`src/nsl_map.svh`:
```
/*
 Constants of the node state and status LED controller: register offsets,
 command codes, field positions, the invalid source code and timing figures.
 Assumes a 200 MHz system clock and a 32-bit AHB-Lite register bus.
*/
// Summary of operation
// RULE1: While charge current flows, blink yellow with a 4 second pattern.
// RULE2: At full charge show solid green until taken off the charger.
// RULE3: In shelf mode, a bump or charging supply at the contacts wakes the node.
// RULE4: Deployed: record, cycle positioning receiver, lock clock, broadcast status.
// RULE5: Undeployed: no recording, receiver low power, clock unlocked, still broadcast.
// RULE6: An accepted bump wake blinks white exactly once for 1 sec.
// RULE7: Remember deployed or undeployed at shelving and return there on wake.
// RULE8: A brief DC voltage at the contacts while shelved is a bump wake request.
// RULE9: A failed deploy or undeploy blinks red five times, 1 sec each.
// RULE10: Deploy or undeploy may come from offload, programming link or field tool.
// RULE11: Shelf power-off may come from offload, programming link or field tool.
// RULE12: A passed sensor test while deployed shows green, meaning recording.
// RULE13: Failure patterns beat informational ones; all blinks timed from the clock.
// RULE14: A forever pattern lasts until reset and no later event clears it.
`ifndef NSL_MAP_SVH
`define NSL_MAP_SVH
`define NSL_OFS_CMD 8'h00
`define NSL_OFS_STAT 8'h04
`define NSL_CMD_NONE 2'h0
`define NSL_CMD_DEPLOY 2'h1
`define NSL_CMD_UNDEPLOY 2'h2
`define NSL_CMD_SHELF 2'h3
`define NSL_SRC_BAD 2'h3
`define NSL_CMD_CODE_LSB 0
`define NSL_CMD_SRC_LSB 2
`define NSL_CLK_NS 5
`define NSL_MS_NS 1000000
`define NSL_BLINK_MS 10'd1000
`define NSL_CHG_MS 13'd4000
`define NSL_ERR_MS 13'd2000
`define NSL_FREE_WRAP 13'd7999
`define NSL_RED_PHASES 4'ha
`endif

```
`src/nsl_pkg.sv`:
```
/*
 Types of the node state and status LED controller.
 Assumes nsl_map.svh for every numeric constant.
*/
package nsl_pkg;
   typedef enum logic [1:0] {
      NSL_SHELF,
      NSL_UNDEP,
      NSL_DEP
   } nsl_state_t;
endpackage

```
`src/nsl_ctrl.sv`:
```
/*
 Node power state control and status LED driver with an AHB-Lite slave.
 Assumes contact voltage, charge current and charge-full pins are asynchronous,
 and that test_pass, node_error and cmd_reject come from logic on hclk.
*/
// The register addresses and register access over AHB-Lite are this design's own decisions.
`timescale 1ns/1ps
`include "nsl_map.svh"

module nsl_ctrl
   import nsl_pkg::*;
#(
   parameter int TICK_CYCLES = `NSL_MS_NS / `NSL_CLK_NS
) (
   input wire logic hclk,
   input wire logic hresetn,
   input wire logic hsel,
   input wire logic [31:0] haddr,
   input wire logic [1:0] htrans,
   input wire logic hwrite,
   input wire logic [2:0] hsize,
   input wire logic hready,
   input wire logic [31:0] hwdata,
   output logic [31:0] hrdata,
   output logic hreadyout,
   output logic hresp,
   input wire logic contact_volt,
   input wire logic charge_cur,
   input wire logic charge_full,
   input wire logic test_pass,
   input wire logic node_error,
   input wire logic cmd_reject,
   output logic power_hold,
   output logic record_en,
   output logic gps_cycle_en,
   output logic clock_lock_en,
   output logic status_bcast_en,
   output logic led_green,
   output logic led_white,
   output logic led_yellow,
   output logic led_red
);

   ////////////////////////////////////////////////////////////////////////////
   // Elaboration check: the millisecond divider needs at least two cycles.
   if (TICK_CYCLES < 2) begin : g_chk
      $error("TICK_CYCLES must be at least 2");
   end

   typedef struct packed {
      nsl_state_t st;
      nsl_state_t saved;
      logic [1:0] cv;
      logic [1:0] cc;
      logic [1:0] cf;
      logic cv_prev;
      logic full_seen;
      logic green_rec;
      logic err_hold;
      logic [3:0] red_ph;
      logic [9:0] red_ms;
      logic [9:0] white_ms;
      logic [12:0] free_ms;
      logic [31:0] tick;
      logic wr_pend;
      logic [7:0] wr_addr;
      logic [31:0] rdata;
      logic [7:0] fails;
      logic [1:0] last_src;
      logic [3:0] leds;
   } nsl_regs_t;

   nsl_regs_t r;
   nsl_regs_t next_r;
   logic tick_hit;
   logic wake_ev;
   logic bump_ev;
   logic fail_ev;
   logic shelf_ev;
   logic move_ev;
   logic red_busy;
   logic err_on;
   logic addr_ok;
   logic [1:0] cmd_code;
   logic [1:0] cmd_src;

   ////////////////////////////////////////////////////////////////////////////
   // Next-state logic. Later assignments override earlier ones, so events
   // that start a pattern win over the millisecond countdown of that pattern.
   always_comb begin
      next_r = r;
      cmd_code = hwdata[`NSL_CMD_CODE_LSB +: 2];
      cmd_src = hwdata[`NSL_CMD_SRC_LSB +: 2];
      fail_ev = 1'b0;
      shelf_ev = 1'b0;
      move_ev = 1'b0;
      red_busy = r.err_hold | (r.red_ph != 4'h0);
      // Blinks are timed from a one-cycle millisecond enable. [RULE13]
      tick_hit = (r.tick == 32'(TICK_CYCLES - 1));
      next_r.tick = tick_hit ? 32'h0 : r.tick + 32'h1;
      // Pins pass two flip-flops; only the second stage is looked at.
      next_r.cv = {r.cv[0], contact_volt};
      next_r.cc = {r.cc[0], charge_cur};
      next_r.cf = {r.cf[0], charge_full};
      next_r.cv_prev = r.cv[1];
      // A rising contact voltage while shelved counts if it is high at a clock edge, however short it is. [RULE8]
      wake_ev = (r.st == NSL_SHELF) && r.cv[1] && !r.cv_prev;
      bump_ev = wake_ev && !r.cc[1];

      // Millisecond counters for the free-running and one-shot patterns.
      if (tick_hit) begin
         next_r.free_ms = (r.free_ms == `NSL_FREE_WRAP) ? 13'h0 : r.free_ms + 13'h1;
         if (r.white_ms != 10'h0) begin
            next_r.white_ms = r.white_ms - 10'h1;
         end
         if (r.red_ph != 4'h0) begin
            if (r.red_ms == `NSL_BLINK_MS - 10'h1) begin
               next_r.red_ms = 10'h0;
               next_r.red_ph = r.red_ph - 4'h1; // [RULE9]
            end else begin
               next_r.red_ms = r.red_ms + 10'h1;
            end
         end
      end

      // Address phase: reads are answered at once from a registered word.
      addr_ok = hsel && hready && htrans[1];
      if (hready) begin
         next_r.wr_pend = addr_ok && hwrite;
         next_r.wr_addr = haddr[7:0];
      end
      if (addr_ok && !hwrite) begin
         case (haddr[7:0])
            `NSL_OFS_CMD: next_r.rdata = {28'h0, r.last_src, 2'h0};
            `NSL_OFS_STAT: next_r.rdata = {8'h0, 4'h0, r.leds, r.fails, r.full_seen,
               red_busy, r.err_hold, r.green_rec, 2'(r.saved), 2'(r.st)};
            default: next_r.rdata = 32'h0;
         endcase
      end

      // Data phase of a command write: host links and field tool share it.
      if (r.wr_pend && (r.wr_addr == `NSL_OFS_CMD) && (r.st != NSL_SHELF)) begin
         next_r.last_src = cmd_src;
         case (cmd_code)
            `NSL_CMD_SHELF: begin
               shelf_ev = (cmd_src != `NSL_SRC_BAD);
               if (shelf_ev) begin
                  next_r.saved = r.st; // [RULE7]
                  next_r.st = NSL_SHELF; // [RULE11]
               end
            end
            `NSL_CMD_DEPLOY, `NSL_CMD_UNDEPLOY: begin
               if ((cmd_src == `NSL_SRC_BAD) || cmd_reject) begin
                  fail_ev = 1'b1;
                  next_r.fails = r.fails + 8'h1;
                  next_r.red_ph = `NSL_RED_PHASES; // [RULE9]
                  next_r.red_ms = 10'h0;
               end else begin
                  move_ev = 1'b1;
                  next_r.st = (cmd_code == `NSL_CMD_DEPLOY) ? NSL_DEP : NSL_UNDEP; // [RULE10]
               end
            end
            default: begin
            end
         endcase
      end

      // Wake from shelf by bump or charger, back into the saved state.
      if (wake_ev) begin
         next_r.st = r.saved; // [RULE3] [RULE7]
         if (bump_ev) begin
            next_r.white_ms = `NSL_BLINK_MS; // [RULE6]
         end
      end

      // Recording indication follows a passed sensor test while deployed.
      if ((r.st == NSL_DEP) && test_pass) begin
         next_r.green_rec = 1'b1; // [RULE12]
      end
      if (next_r.st != NSL_DEP) begin
         next_r.green_rec = 1'b0;
      end

      // Full charge latches until the contacts lose their supply.
      if (r.cf[1]) begin
         next_r.full_seen = 1'b1;
      end
      if (!r.cv[1]) begin
         next_r.full_seen = 1'b0; // [RULE2]
      end

      // The error pattern is sticky: only reset removes it.
      if (node_error) begin
         next_r.err_hold = 1'b1; // [RULE14]
      end

      // LED mixing: any red pattern blanks the informational colours, so a
      // white bump blink that coincides with a failure is not shown.
      err_on = (r.free_ms < `NSL_ERR_MS) ||
         ((r.free_ms >= 2 * `NSL_ERR_MS) && (r.free_ms < 3 * `NSL_ERR_MS));
      next_r.leds[3] = r.err_hold ? err_on : ((r.red_ph != 4'h0) && !r.red_ph[0]); // [RULE13]
      next_r.leds[2] = !red_busy && r.cc[1] && !r.full_seen &&
         (r.free_ms < `NSL_CHG_MS); // [RULE1]
      next_r.leds[1] = !red_busy && (r.white_ms != 10'h0); // [RULE6]
      next_r.leds[0] = !red_busy && (r.full_seen || r.green_rec); // [RULE2] [RULE12]
   end

   ////////////////////////////////////////////////////////////////////////////
   // State register; the node powers up undeployed with nothing lit.
   always_ff @(posedge hclk or negedge hresetn) begin
      if (!hresetn) begin
         r <= '0;
         r.st <= NSL_UNDEP;
         r.saved <= NSL_UNDEP;
      end else begin
         r <= next_r;
      end
   end

   ////////////////////////////////////////////////////////////////////////////
   // Outputs. The bus never waits and never errors.
   assign hrdata = r.rdata;
   assign hreadyout = 1'b1;
   assign hresp = 1'b0;
   assign power_hold = (r.st != NSL_SHELF);
   assign record_en = (r.st == NSL_DEP); // [RULE4] [RULE5]
   assign gps_cycle_en = (r.st == NSL_DEP);
   assign clock_lock_en = (r.st == NSL_DEP);
   assign status_bcast_en = (r.st != NSL_SHELF);
   assign {led_red, led_yellow, led_white, led_green} = r.leds;
endmodule

```
`config.mk`:
```
export PLATFORM = sky130hd
export DESIGN_NAME = nsl_ctrl
export DESIGN_NICKNAME = d
export VERILOG_FILES = /design/src/nsl_pkg.sv /design/src/nsl_ctrl.sv
export VERILOG_INCLUDE_DIRS = /design/src /design/src/src
export SDC_FILE = /design/constraint.sdc
export NUM_CORES = 1
export LEC_CHECK = 0
export BUFFER_PORTS_ARGS = -buffer_cell sky130_fd_sc_hd__buf_4
export CELL_PAD_IN_SITES_DETAIL_PLACEMENT = 1
export CELL_PAD_IN_SITES_GLOBAL_PLACEMENT = 2
export CORE_ASPECT_RATIO = 2
export CORE_MARGIN = 5
export CORE_UTILIZATION = 35
export DETAILED_ROUTE_END_ITERATION = 8
export GPL_TIMING_DRIVEN = 0
export PLACE_DENSITY = 0.82
export SLEW_MARGIN = 20
export SYNTH_ARGS = -nofsm -noshare
export SYNTH_HDL_FRONTEND = slang
export SYNTH_SLANG_ARGS = --single-unit
```
`constraint.sdc`:
```
create_clock -name hclk -period 5.1 [get_ports hclk]
set_input_delay 1.02 -clock hclk [delete_from_list [all_inputs] [get_ports hclk]]
set_output_delay 1.02 -clock hclk [all_outputs]
set_load 0.005 [all_outputs]
```
After elaboration in Yosys (flattened, before gate mapping)
Index checks and enable logic that the tools add are counted.
{ "op_classes": {"n_lt_le_gt_ge": 4, "n_bitwise": 1, "mux": 25, "eq_ne": 12, "add_sub_neg": 6, "shifts": 0, "n_div": 0, "mul": 0, "n_reduce_logical": 36} }
{ "op_table": {"columns": ["cell", "count"], "rows": [
  ["$mux W14", 4],
  ["$mux W10", 4],
  ["$pmux W20 S2", 1],
  ["$mux W37", 1],
  ["$add A32 B1 Y32 const B", 1],
  ["$eq A32 B18 Y1 const B", 1],
  ["$mux W32", 1],
  ["$logic_and A1 B1 Y1", 17],
  ["$logic_not A8 Y1", 2],
  ["$add A13 B1 Y13 const B", 1],
  ["$eq A13 B13 Y1 const B", 1],
  ["$ge A13 B12 Y1 const B", 1],
  ["$lt A13 B11 Y1 const B", 1],
  ["$lt A13 B12 Y1 const B", 1],
  ["$lt A13 B13 Y1 const B", 1],
  ["$mux W13", 1],
  ["$mux W4", 3],
  ["$add A10 B1 Y10 const B", 1],
  ["$eq A10 B10 Y1 const B", 1],
  ["$reduce_bool A10 Y1", 1],
  ["$sub A10 B1 Y10 const B", 1],
  ["$add A8 B1 Y8 const B", 1],
  ["$eq A2 B2 Y1 const B", 4],
  ["$eq A8 B3 Y1 const B", 1],
  ["other kinds (14)", 32]
]} }
{ "word_totals": {"output_inout_bits": 43, "inputBits": 80, "ramBits": 0, "rom_bits": 0, "memories": 0, "wordCells": 104, "latch_bits": 0, "register_bits": 138} }

Depth between registers and ports, before layout
Gate-level depths: netlist of run 1.
{ "logic_depth": {"word_depth": 8, "ltp_mapped": 9, "ltp_nobuf": 7} }

Worst setup path before layout of run 1
No wires, ideal clock.
{ "synth_timing": {"kind": "input to register", "start": "input haddr[1]", "end": "register r, in the netlist hrdata[10]", "setup_ps": 66, "t_arrival_ps": 2195, "required_time_ps": 5034, "slack_ps": 2838, "path_stages": 5, "path_buffers": 1, "path_cell_list": "nor4_1 nand3b_1 nor2_1 clkbuf_1 a22o_1"} }
{ "synth_via": {"elab_chain_cells": 2, "elab_cells_between_ends": 3, "classes_between": "eq/ne (1); mux (1); reduce/logical (1)"} }
{ "synth_lines": {"columns": ["element", "line", "rtl"], "rows": [
  ["from (decl)", "nsl_ctrl.sv:18", "input wire logic [31:0] haddr,"],
  ["$eq A8 B3 Y1 / $logic_not A8 Y1 (equally long branches)", "nsl_ctrl.sv:133", "case (haddr[7:0])"],
  ["$pmux W20 S2 *", "nsl_ctrl.sv:133", null],
  ["to (signal assigned)", "nsl_ctrl.sv:216", "r <= next_r;"],
  ["to (decl)", "nsl_ctrl.sv:73", "nsl_regs_t r;"]
]} }
Every way passes the cells marked *; elsewhere a longest branch is shown, timed or not.
A chain may end at the register's enable or synchronous reset.

Worst setup path in the final report of run 1
{ "layout_timing": {"start": "register r[55] (netlist bit)", "end": "register r[88] (netlist bit)"} }
{ "layout_via": {"elab_chain_cells": 1} }
{ "layout_lines": {"columns": ["element", "line", "rtl"], "rows": [
  ["$eq A32 B18 Y1", "nsl_ctrl.sv:99", "tick_hit = (r.tick == 32'(TICK_CYCLES - 1));"]
]} }
Every way passes these cells.

==> flow_summary.ini, run 1 <==
[run]
maxCapViolCount = 0

[routing]
drt_iter0_markers = 129
routed_wl_um = 16000
drt_first_pass_iters = 4
vias = 4608
wl_per_cell_um = 18.1
ant_nets = 0
drc = 0
via_per_inst = 5.24

[global_routing]
grt-ovfl-total = 0
grt_pass1_wl_um = 26400
antenna_found_initial = 0
grt_max_degree = 82
grtUsageMet1_pct = 14.7
grt_pass1_vias = 5071
use_met3_pct = 3.24
track_usage_pct = 16.2
met2_usage_pct = 33.3
grt_busiest_layer = met2

[power_and_ir_drop]
clockPowerShare_pct = 47.8
power_density_mw_per_mm2 = 330
power.switching_fraction_pct = 23.6
p_leak_uw = 0.00338
internal_power_uw = 1870
vdd_drop_max_mv = 0.137
seqPwrFrac_pct = 43.8
p_comb_share_pct = 8.4
p_sw_uw = 578

[min_path]
hold_path.class = reg -> reg
whs_path_depth = 0
min_from = next_r[129]
hold_end = r[129]

[timing]
timing.final.ws_setup_ns = 2.32
skew_ns = 0.00904
timing.setup.tns_ns = 0
rsz0062_at_grt = no
finalCritPeriodShare_pct = 54.6
slew_violations = 0
tightest_slew_ns = 1.02
max_freq_mhz = 359
slew_headroom_pct = 31.7
fin_crit_ns = 2.78
setup_viol = 0
hold_viol_final = 0
holdWs_ns = 0.346

[critical_path]
crit_required_ns = 5.45
critPathKind = reg -> reg
cp-start-kind = flip-flop
r2r_end = r[88]
path_max_fanout = 10
r2r_start = r[55]
worstSetupEndpointType = flip-flop
critPathArrivalTime_ns = 3.14
r2r_cells = 7
r2r_slack_ns = 2.32

[logic_synthesis]
synth_area_mm2 = 0.00612
synth.distinct_cells = 57
syn_avg_cell_area_um2 = 10.7
synth_edf_count = 0
syn_inst = 574
yosysWarnings = 0
ys.flop_type = dfrtp_1
async_reset_ff_share_pct = 100
yosysSeqAreaShare_pct = 51.6
ys_seq_elements = 126

[cts]
cts.sinks = 126
cts_made_buffers = 17
post_cts_resize_count = 0
clockBufferDepth = 2
cts_root_buf = clkbuf_16
cts_hold_buf = 0
post-cts-setup-buffers = 0
htreeDepth = 4
clock_latency_ns = 0.42
clk_pin_slew_ns = 0.06
cts_tree = done

[floorplanning]
core-area_mm2 = 0.0173
die_h_um = 197
fp.dieW_um = 104
start_util_pct = 35.4
rows = 68
io_pins = 123
die-area_mm2 = 0.0204

[placement]
dp_cells = 849
io_buffer_count = 52
dpl.hpwl_um = 11900
gp_congestion = 0.769
place_ws_ns = 1.95

[status]
status = completed

[layout]
syn_to_final_growth_pct = 21.1
final_common_cell = dfrtp_1
finalNonFillerCells = 880
fillCellCount = 1957
diodes = 0
fin_nets = 747
final_cell_mix = dfrtp_1 (124), buf_4 (88), nor2_1 (46)
drive_above_1_share_pct = 22.1
utilization_pct = 42.9
## Yosys cell counts (all sizes together), types with 13 or more instances
cell type	number	area, µm²
buf	41	295
nor2	46	173
dfrtp	124	3100
clkbuf	13	48.8
o21ai	22	110
nor4	22	186
nand4	24	165
inv	18	67.6
xor2	13	114
xnor2	37	324
a22o	18	158
nand2	33	124
nand3	27	135
mux2	13	146
and3	13	81.3
## critical path, cell delays in order (launching register included)
cell and delay, ns:
dfrtp_1 0.40, ha_1 0.23, and3_1 0.25, nand3_1 0.33, nor3_1 0.81, clkbuf_1 0.48
nand3b_1 0.14, nand2_1 0.09
## flip-flops by register name (all words and copies together), names as in the netlist
name        count
next_r          4
hrdata         20
led_red         1
led_white       1
led_yellow      1
r              98
led_green       1
## metrics by stage
stage	total power (µW)	cell area [µm²]
3_3_place_gp	1280	6820
5_1_grt	2540	7410
6_report	2440	7410
4_1_cts	2470	7410
3_5_place_dp	1290	6850
2_1_floorplan	1200	6160
## power by group through the flow
stage | registers, µW | clock network [µW] | logic, µW
final | 1070 | 1170 | 205
after global placement | 1090 | 0 | 194
after detailed placement | 1090 | 0 | 204
after CTS | 1070 | 1190 | 208
after global routing | 1070 | 1230 | 230
after floorplan | 1080 | 0 | 120
## cells by family (layout without fill, tap and decap cells)
group	Yosys count	count (layout)	synth area share, %
compound gates	80	80	9.02
xor+xnor	50	50	7.16
fa+ha+maj	9	9	1.84
buf+inv	72	156	6.73
flops	126	126	51.6
mux	18	18	3.21
other cells	2	14	0.123
simple gates	217	217	20.4
## final cells by class
| cell class | count | area (µm²) | area share [%] |
|---|---|---|---|
| well taps | 210 | 263 | 3.55 |
| clock buffers | 24 | 472 | 6.37 |
| plain buffers | 54 | 344 | 4.64 |
| inverters | 18 | 67.6 | 0.912 |
| multi-input cells | 388 | 2600 | 35.1 |
| flip-flops and latches | 126 | 3160 | 42.6 |
| clock inverters | 7 | 87.6 | 1.18 |
| repair buffers | 53 | 422 | 5.69 |
## worst max-delay path by stage
stage,start,end,depth (start not counted)
floorplan,haddr[1],hrdata[10],5
global placement,haddr[1],hrdata[10],6
detailed placement,haddr[1],hrdata[5],6
CTS,r[55],r[88],7
global route,r[55],r[88],7
finish,r[55],r[88],7
## per-layer routing
| layer | vias up | share of wire, % | wire, µm |
|---|---|---|---|
| met5 | - | 0 | 0 |
| li1 | 2169 | - | - |
| met4 | 0 | 1.6 | 263 |
| met2 | 82 | 61 | 9710 |
| met3 | 16 | 3.0 | 473 |
| met1 | 2341 | 35 | 5510 |
(Power assumes the default switching activity.)
==> run 2, diff against run 1 <==
--- a/config.mk
+++ b/config.mk
@@ -11,10 +11,10 @@
 export CELL_PAD_IN_SITES_GLOBAL_PLACEMENT = 2
 export CORE_ASPECT_RATIO = 2
 export CORE_MARGIN = 5
-export CORE_UTILIZATION = 35
+export CORE_UTILIZATION = 32
 export DETAILED_ROUTE_END_ITERATION = 8
 export GPL_TIMING_DRIVEN = 0
-export PLACE_DENSITY = 0.82
+export PLACE_DENSITY = 0.79
 export SLEW_MARGIN = 20
 export SYNTH_ARGS = -nofsm -noshare
 export SYNTH_HDL_FRONTEND = slang
==> constraint.sdc (replaced) <==
create_clock -name hclk -period 2.36 [get_ports hclk]
set_input_delay 0.472 -clock hclk [delete_from_list [all_inputs] [get_ports hclk]]
set_output_delay 0.472 -clock hclk [all_outputs]
set_load 0.005 [all_outputs]
==> run 2 against run 1 <==
- the flow now finishes with violations (hold timing)
- clock skew up 0.0016 ns
- die area up 8.7%
- sequential power up 120%
- cell count up 6.4%
- total power up 130%
- utilization down 1.6 points
- count of clock-buffer cells in the layout down 2
- critical path depth down 1
- clock power up 130%
- via count up 2.1%
- sequential share of layout area down 1.9 points
- critical endpoint is now r[122]
- largest power group unchanged
==> flow_summary.ini, run 2 (synthesized netlist as in run 1, its figures left out) <==
[timing]
hold_viol_final = 4
fin_crit_ns = 2.35
max_freq_mhz = 426
skew_ns = 0.0106
slew_violations = 0
finalCritPeriodShare_pct = 99.4
setup_viol = 0
slew_headroom_pct = 48.0
rsz0062_at_grt = yes
holdWs_ns = -0.000916
tightest_slew_ns = 0.777

[critical_path]
max_stage_delay_ns = 0.54
path_max_fanout = 5
crit_chain = nor4_4 -> nand3_2 -> buf_6 -> or4_4 -> or4b_4 -> a21oi_2
cp-start-kind = flip-flop
cp_slowest_cell = or4_4
r2r_slack_ns = 0.01
worstSetupEndpointType = flip-flop
critPathKind = reg -> reg
critPathArrivalTime_ns = 2.69
crit_required_ns = 2.71

[cts]
clock_latency_ns = 0.42
htreeDepth = 4
clk_pin_slew_ns = 0.06
clockBufferDepth = 2
cts.sinks = 126
cts_root_buf = clkbuf_16
cts_made_buffers = 17
cts_hold_buf = 0
cts_tree = done

[layout]
final_area_mm2 = 0.00777
diodes = 0
fin_nets = 757
largest_register = r
final_common_cell = dfrtp_1
largest_reg_flops = 98
finalNonFillerCells = 936
drive_above_1_share_pct = 27.6
final_cell_mix = dfrtp_1 (120), buf_4 (100), nor2_1 (46)
syn_to_final_growth_pct = 27.0
utilization_pct = 41.3

[global_routing]
antenna_found_initial = 0
grt_pass1_vias = 5330
track_usage_pct = 15.6
grt_pass1_wl_um = 27000
grt-ovfl-total = 0
grt_max_degree = 79

[status]
violations = hold timing
status = complete, but fails checks

[power_and_ir_drop]
p_leak_uw = 0.00352
finalPower_uw = 5500
vdd_drop_max_mv = 0.349
power_density_mw_per_mm2 = 708

[routing]
drt_first_pass_iters = 4
via_per_inst = 5.03
vias = 4706
ant_nets = 0
drc = 0
drt_iter0_markers = 114
routed_wl_um = 16400
wl_per_cell_um = 17.6

[floorplanning]
io_pins = 123
fp.dieW_um = 108
core-area_mm2 = 0.0188
start_util_pct = 32.5
die-area_mm2 = 0.0222
rows = 71
die_h_um = 206

[placement]
dpl_cell_area_mm2 = 0.00691
io_buffer_count = 52
dp_cells = 894
dpl.hpwl_um = 12100
gp_congestion = 0.761

[min_path]
hold_path.class = in -> async

[run]
maxCapViolCount = 0
==> run 2: changes by cell type in the layout (fill, tap and decap cells not counted), sizes merged <==
cell | previous run | this run
buf | 94 | 106
clkbuf | 37 | 33
clkinvlp | 1 | 3
bufinv | 2 | 3
==> run 2: final timing paths <==
check | start | end | depth (start not counted)
max | r[77] | r[122] | 6
min | hresetn | r[50] | 1
max reg2reg | r[77] | r[122] | 6
min reg2reg | next_r[133] | next_r[127] | 0
max in group asynchronous | hresetn | r[67] | 2
min in group hclk | charge_cur | next_r[131] | 1
==> run 2: final cells by class <==
class | instances | area (µm²)
buffer | 52 | 343
clock inverter | 10 | 136
timing repair buffer | 65 | 515
fill | 2125 | 11100
clock buffer | 22 | 474
sequential | 126 | 3160
multi-input combinational | 388 | 2750
inverter | 18 | 67.6
tap | 255 | 319
==> run 2: stage by stage <==
step	TNS, ns	worst slack, ns
finish	0	0.0144
detailed placement	-14.00	-0.541
floorplan	0	0.170
global route	-0.229	-0.0646
CTS	-0.0284	-0.0284
global placement	-10.33	-0.480
==> run 2: timing repair <==
item,4_1_cts,5_1_grt
resized for setup,19,18
setup endpoints to repair,46,28
setup buffers,7,5
pin swaps,7,9
cloned,0,0
==> run 2: critical path: cells and delay by family (launching register included) <==
family / cells / cell delay (ns)
buffers and inverters: 1 / 0.17
AO/OA/AOI/OAI: 1 / 0.13
AND/OR/NAND/NOR: 4 / 1.54
flip-flops: 1 / 0.44
==> run 2: metal layers <==
layer	vias to the layer above	GRT usage, %	wire [µm]
met4	0	5.55	313
li1	2188	-	-
met3	17	3.33	515
met2	75	32.0	10100
met5	-	0	0
met1	2426	14.5	5510
==> run 2: power breakdown <==
| group | internal, µW | switching (µW) |
|---|---|---|
| logic | 218 | 256 |
| clock network | 1740 | 964 |
| registers | 2240 | 85.4 |
==> run 3, diff against run 2 <==
--- a/config.mk
+++ b/config.mk
@@ -12,6 +12,7 @@
 export CORE_ASPECT_RATIO = 2
 export CORE_MARGIN = 5
 export CORE_UTILIZATION = 32
+export CTS_BUF_LIST = sky130_fd_sc_hd__clkbuf_4 sky130_fd_sc_hd__clkbuf_8 sky130_fd_sc_hd__clkbuf_16
 export DETAILED_ROUTE_END_ITERATION = 8
 export GPL_TIMING_DRIVEN = 0
 export PLACE_DENSITY = 0.79
==> run 3 against run 2 <==
- the run now ends clean
- sequential power about the same
- clock skew up 0.0043 ns
- final area about the same
- first-iteration DRC count up 5.3%
- critical path depth unchanged
- via count up 0.64%
- sequential cell count unchanged
- wire length down 0.33%
- combinational power about the same
- sequential share of layout area about the same
- utilization about the same
- critical path type unchanged
- highest routed layer unchanged
==> flow_summary.ini, run 3 (synthesized netlist as in run 1, its figures left out) <==
[power_and_ir_drop]
p_sw_uw = 1300
clockPowerShare_pct = 49.3
p_comb_share_pct = 8.6
p_leak_uw = 0.00352
seqPwrFrac_pct = 42.1
power.switching_fraction_pct = 23.5
internal_power_uw = 4220
vdd_drop_max_mv = 0.343
power_density_mw_per_mm2 = 710

[layout]
finalNonFillerCells = 936
fin_nets = 757
fillCellCount = 2127
largest_register = r
diodes = 0
drive_above_1_share_pct = 27.9
multi_input_area_mm2 = 0.00275
syn_to_final_growth_pct = 27.1
utilization_pct = 41.3
final-seq-area_mm2 = 0.00316
final_area_mm2 = 0.00778
largest_reg_flops = 98
final_cell_mix = dfrtp_1 (120), buf_4 (100), nor2_1 (46)
final_common_cell = dfrtp_1

[routing]
ant_nets = 0
via_per_inst = 5.06
wl_per_cell_um = 17.5
drc = 0
routed_wl_um = 16400
drt_first_pass_iters = 6
drt_iter0_markers = 120
vias = 4736

[floorplanning]
core-area_mm2 = 0.0188
io_pins = 123
die-area_mm2 = 0.0222
rows = 71
die_h_um = 206
start_util_pct = 32.5
fp.dieW_um = 108

[timing]
skew_ns = 0.0150
tightest_slew_ns = 0.770
rsz0062_at_grt = yes
slew_violations = 0
hold_viol_final = 0
fin_crit_ns = 2.35
timing.final.ws_setup_ns = 0.00928
holdWs_ns = 0.00499
setup_viol = 0
slew_headroom_pct = 48.5
finalCritPeriodShare_pct = 99.6
max_freq_mhz = 425

[cts]
clock_latency_ns = 0.42
cts_tree = done
htreeDepth = 4
cts.sinks = 126
clk_pin_slew_ns = 0.06
cts_hold_buf = 0
cts_root_buf = clkbuf_16
clockBufferDepth = 2
cts_made_buffers = 17

[critical_path]
cp-start-kind = flip-flop
path_max_fanout = 5
critPathKind = reg -> reg
worstSetupEndpointType = flip-flop
crit_required_ns = 2.70
critPathArrivalTime_ns = 2.69

[placement]
place_ws_ns = -0.541
io_buffer_count = 52
dpl.hpwl_um = 12100
dp_cells = 894
gp_congestion = 0.761
dpl_cell_area_mm2 = 0.00691

[run]
maxCapViolCount = 0

[global_routing]
grt_pass1_vias = 5320
grt_max_degree = 79
antenna_found_initial = 0
track_usage_pct = 15.6
grt-ovfl-total = 0
grt_pass1_wl_um = 27000

[min_path]
hold_path.class = in -> async

[status]
status = completed
[run 3: per-layer routing]
layer / wire length, µm / vias to the layer above / part of all wire [%] / track usage [%]
li1: - / 2188 / - / -
met1: 5500 / 2451 / 34 / 14.5
met2: 10100 / 80 / 62 / 32.0
met3: 500 / 17 / 3.1 / 3.33
met4: 293 / 0 / 1.8 / 5.55
met5: 0 / - / 0 / 0
[run 3: final cells by class]
type,instances,share of cell area [%]
Inverter,18,0.869
Sequential cell,126,40.6
Tap cell,255,4.10
Timing Repair Buffer,65,6.63
Multi-Input combinational cell,388,35.4
Clock buffer,22,6.19
Buffer,52,4.41
Clock inverter,10,1.75
[run 3: worst paths after layout]
kind,cells past startpoint,endpoint,slack (ns),from
setup / recovery,6,r[122],0.009,r[77]
hold / removal,1,r[50],0.005,hresetn
setup reg to reg,6,r[122],0.009,r[77]
hold reg to reg,0,next_r[127],0.36,next_r[133]
max in group asynchronous,2,r[67],1.58,hresetn
min in group hclk,1,next_r[131],0.16,charge_cur
[run 3: stage by stage]
step	power (µW)	TNS (ns)
5_1_grt	5760	-0.224
4_1_cts	5560	-0.0284
3_5_place_dp	2800	-14.00
3_3_place_gp	2760	-10.33
6_report	5520	0
2_1_floorplan	2590	0
[run 3: repair_timing]
| item | 4_1_cts | 5_1_grt |
|---|---|---|
| gates resized for setup | 19 | 18 |
| setup buffers | 7 | 5 |
| setup endpoints to repair | 46 | 28 |
| pin swaps | 7 | 9 |
| gates cloned | 0 | 0 |
[run 3: critical path: stages, from the launching register on]
cell     delay [ns]
dfrtp_2        0.44
nor4_4         0.30
nand3_2        0.20
buf_6          0.17
or4_4          0.54
or4b_4         0.50
a21oi_2        0.13
[run 3: power by group through the flow]
stage	Combinational [µW]	Sequential, µW	Clock [µW]
after detailed placement	442	2350	0
after global placement	417	2340	0
after global routing	528	2340	2900
after floorplan	260	2330	0
final	473	2330	2720
after CTS	447	2320	2790
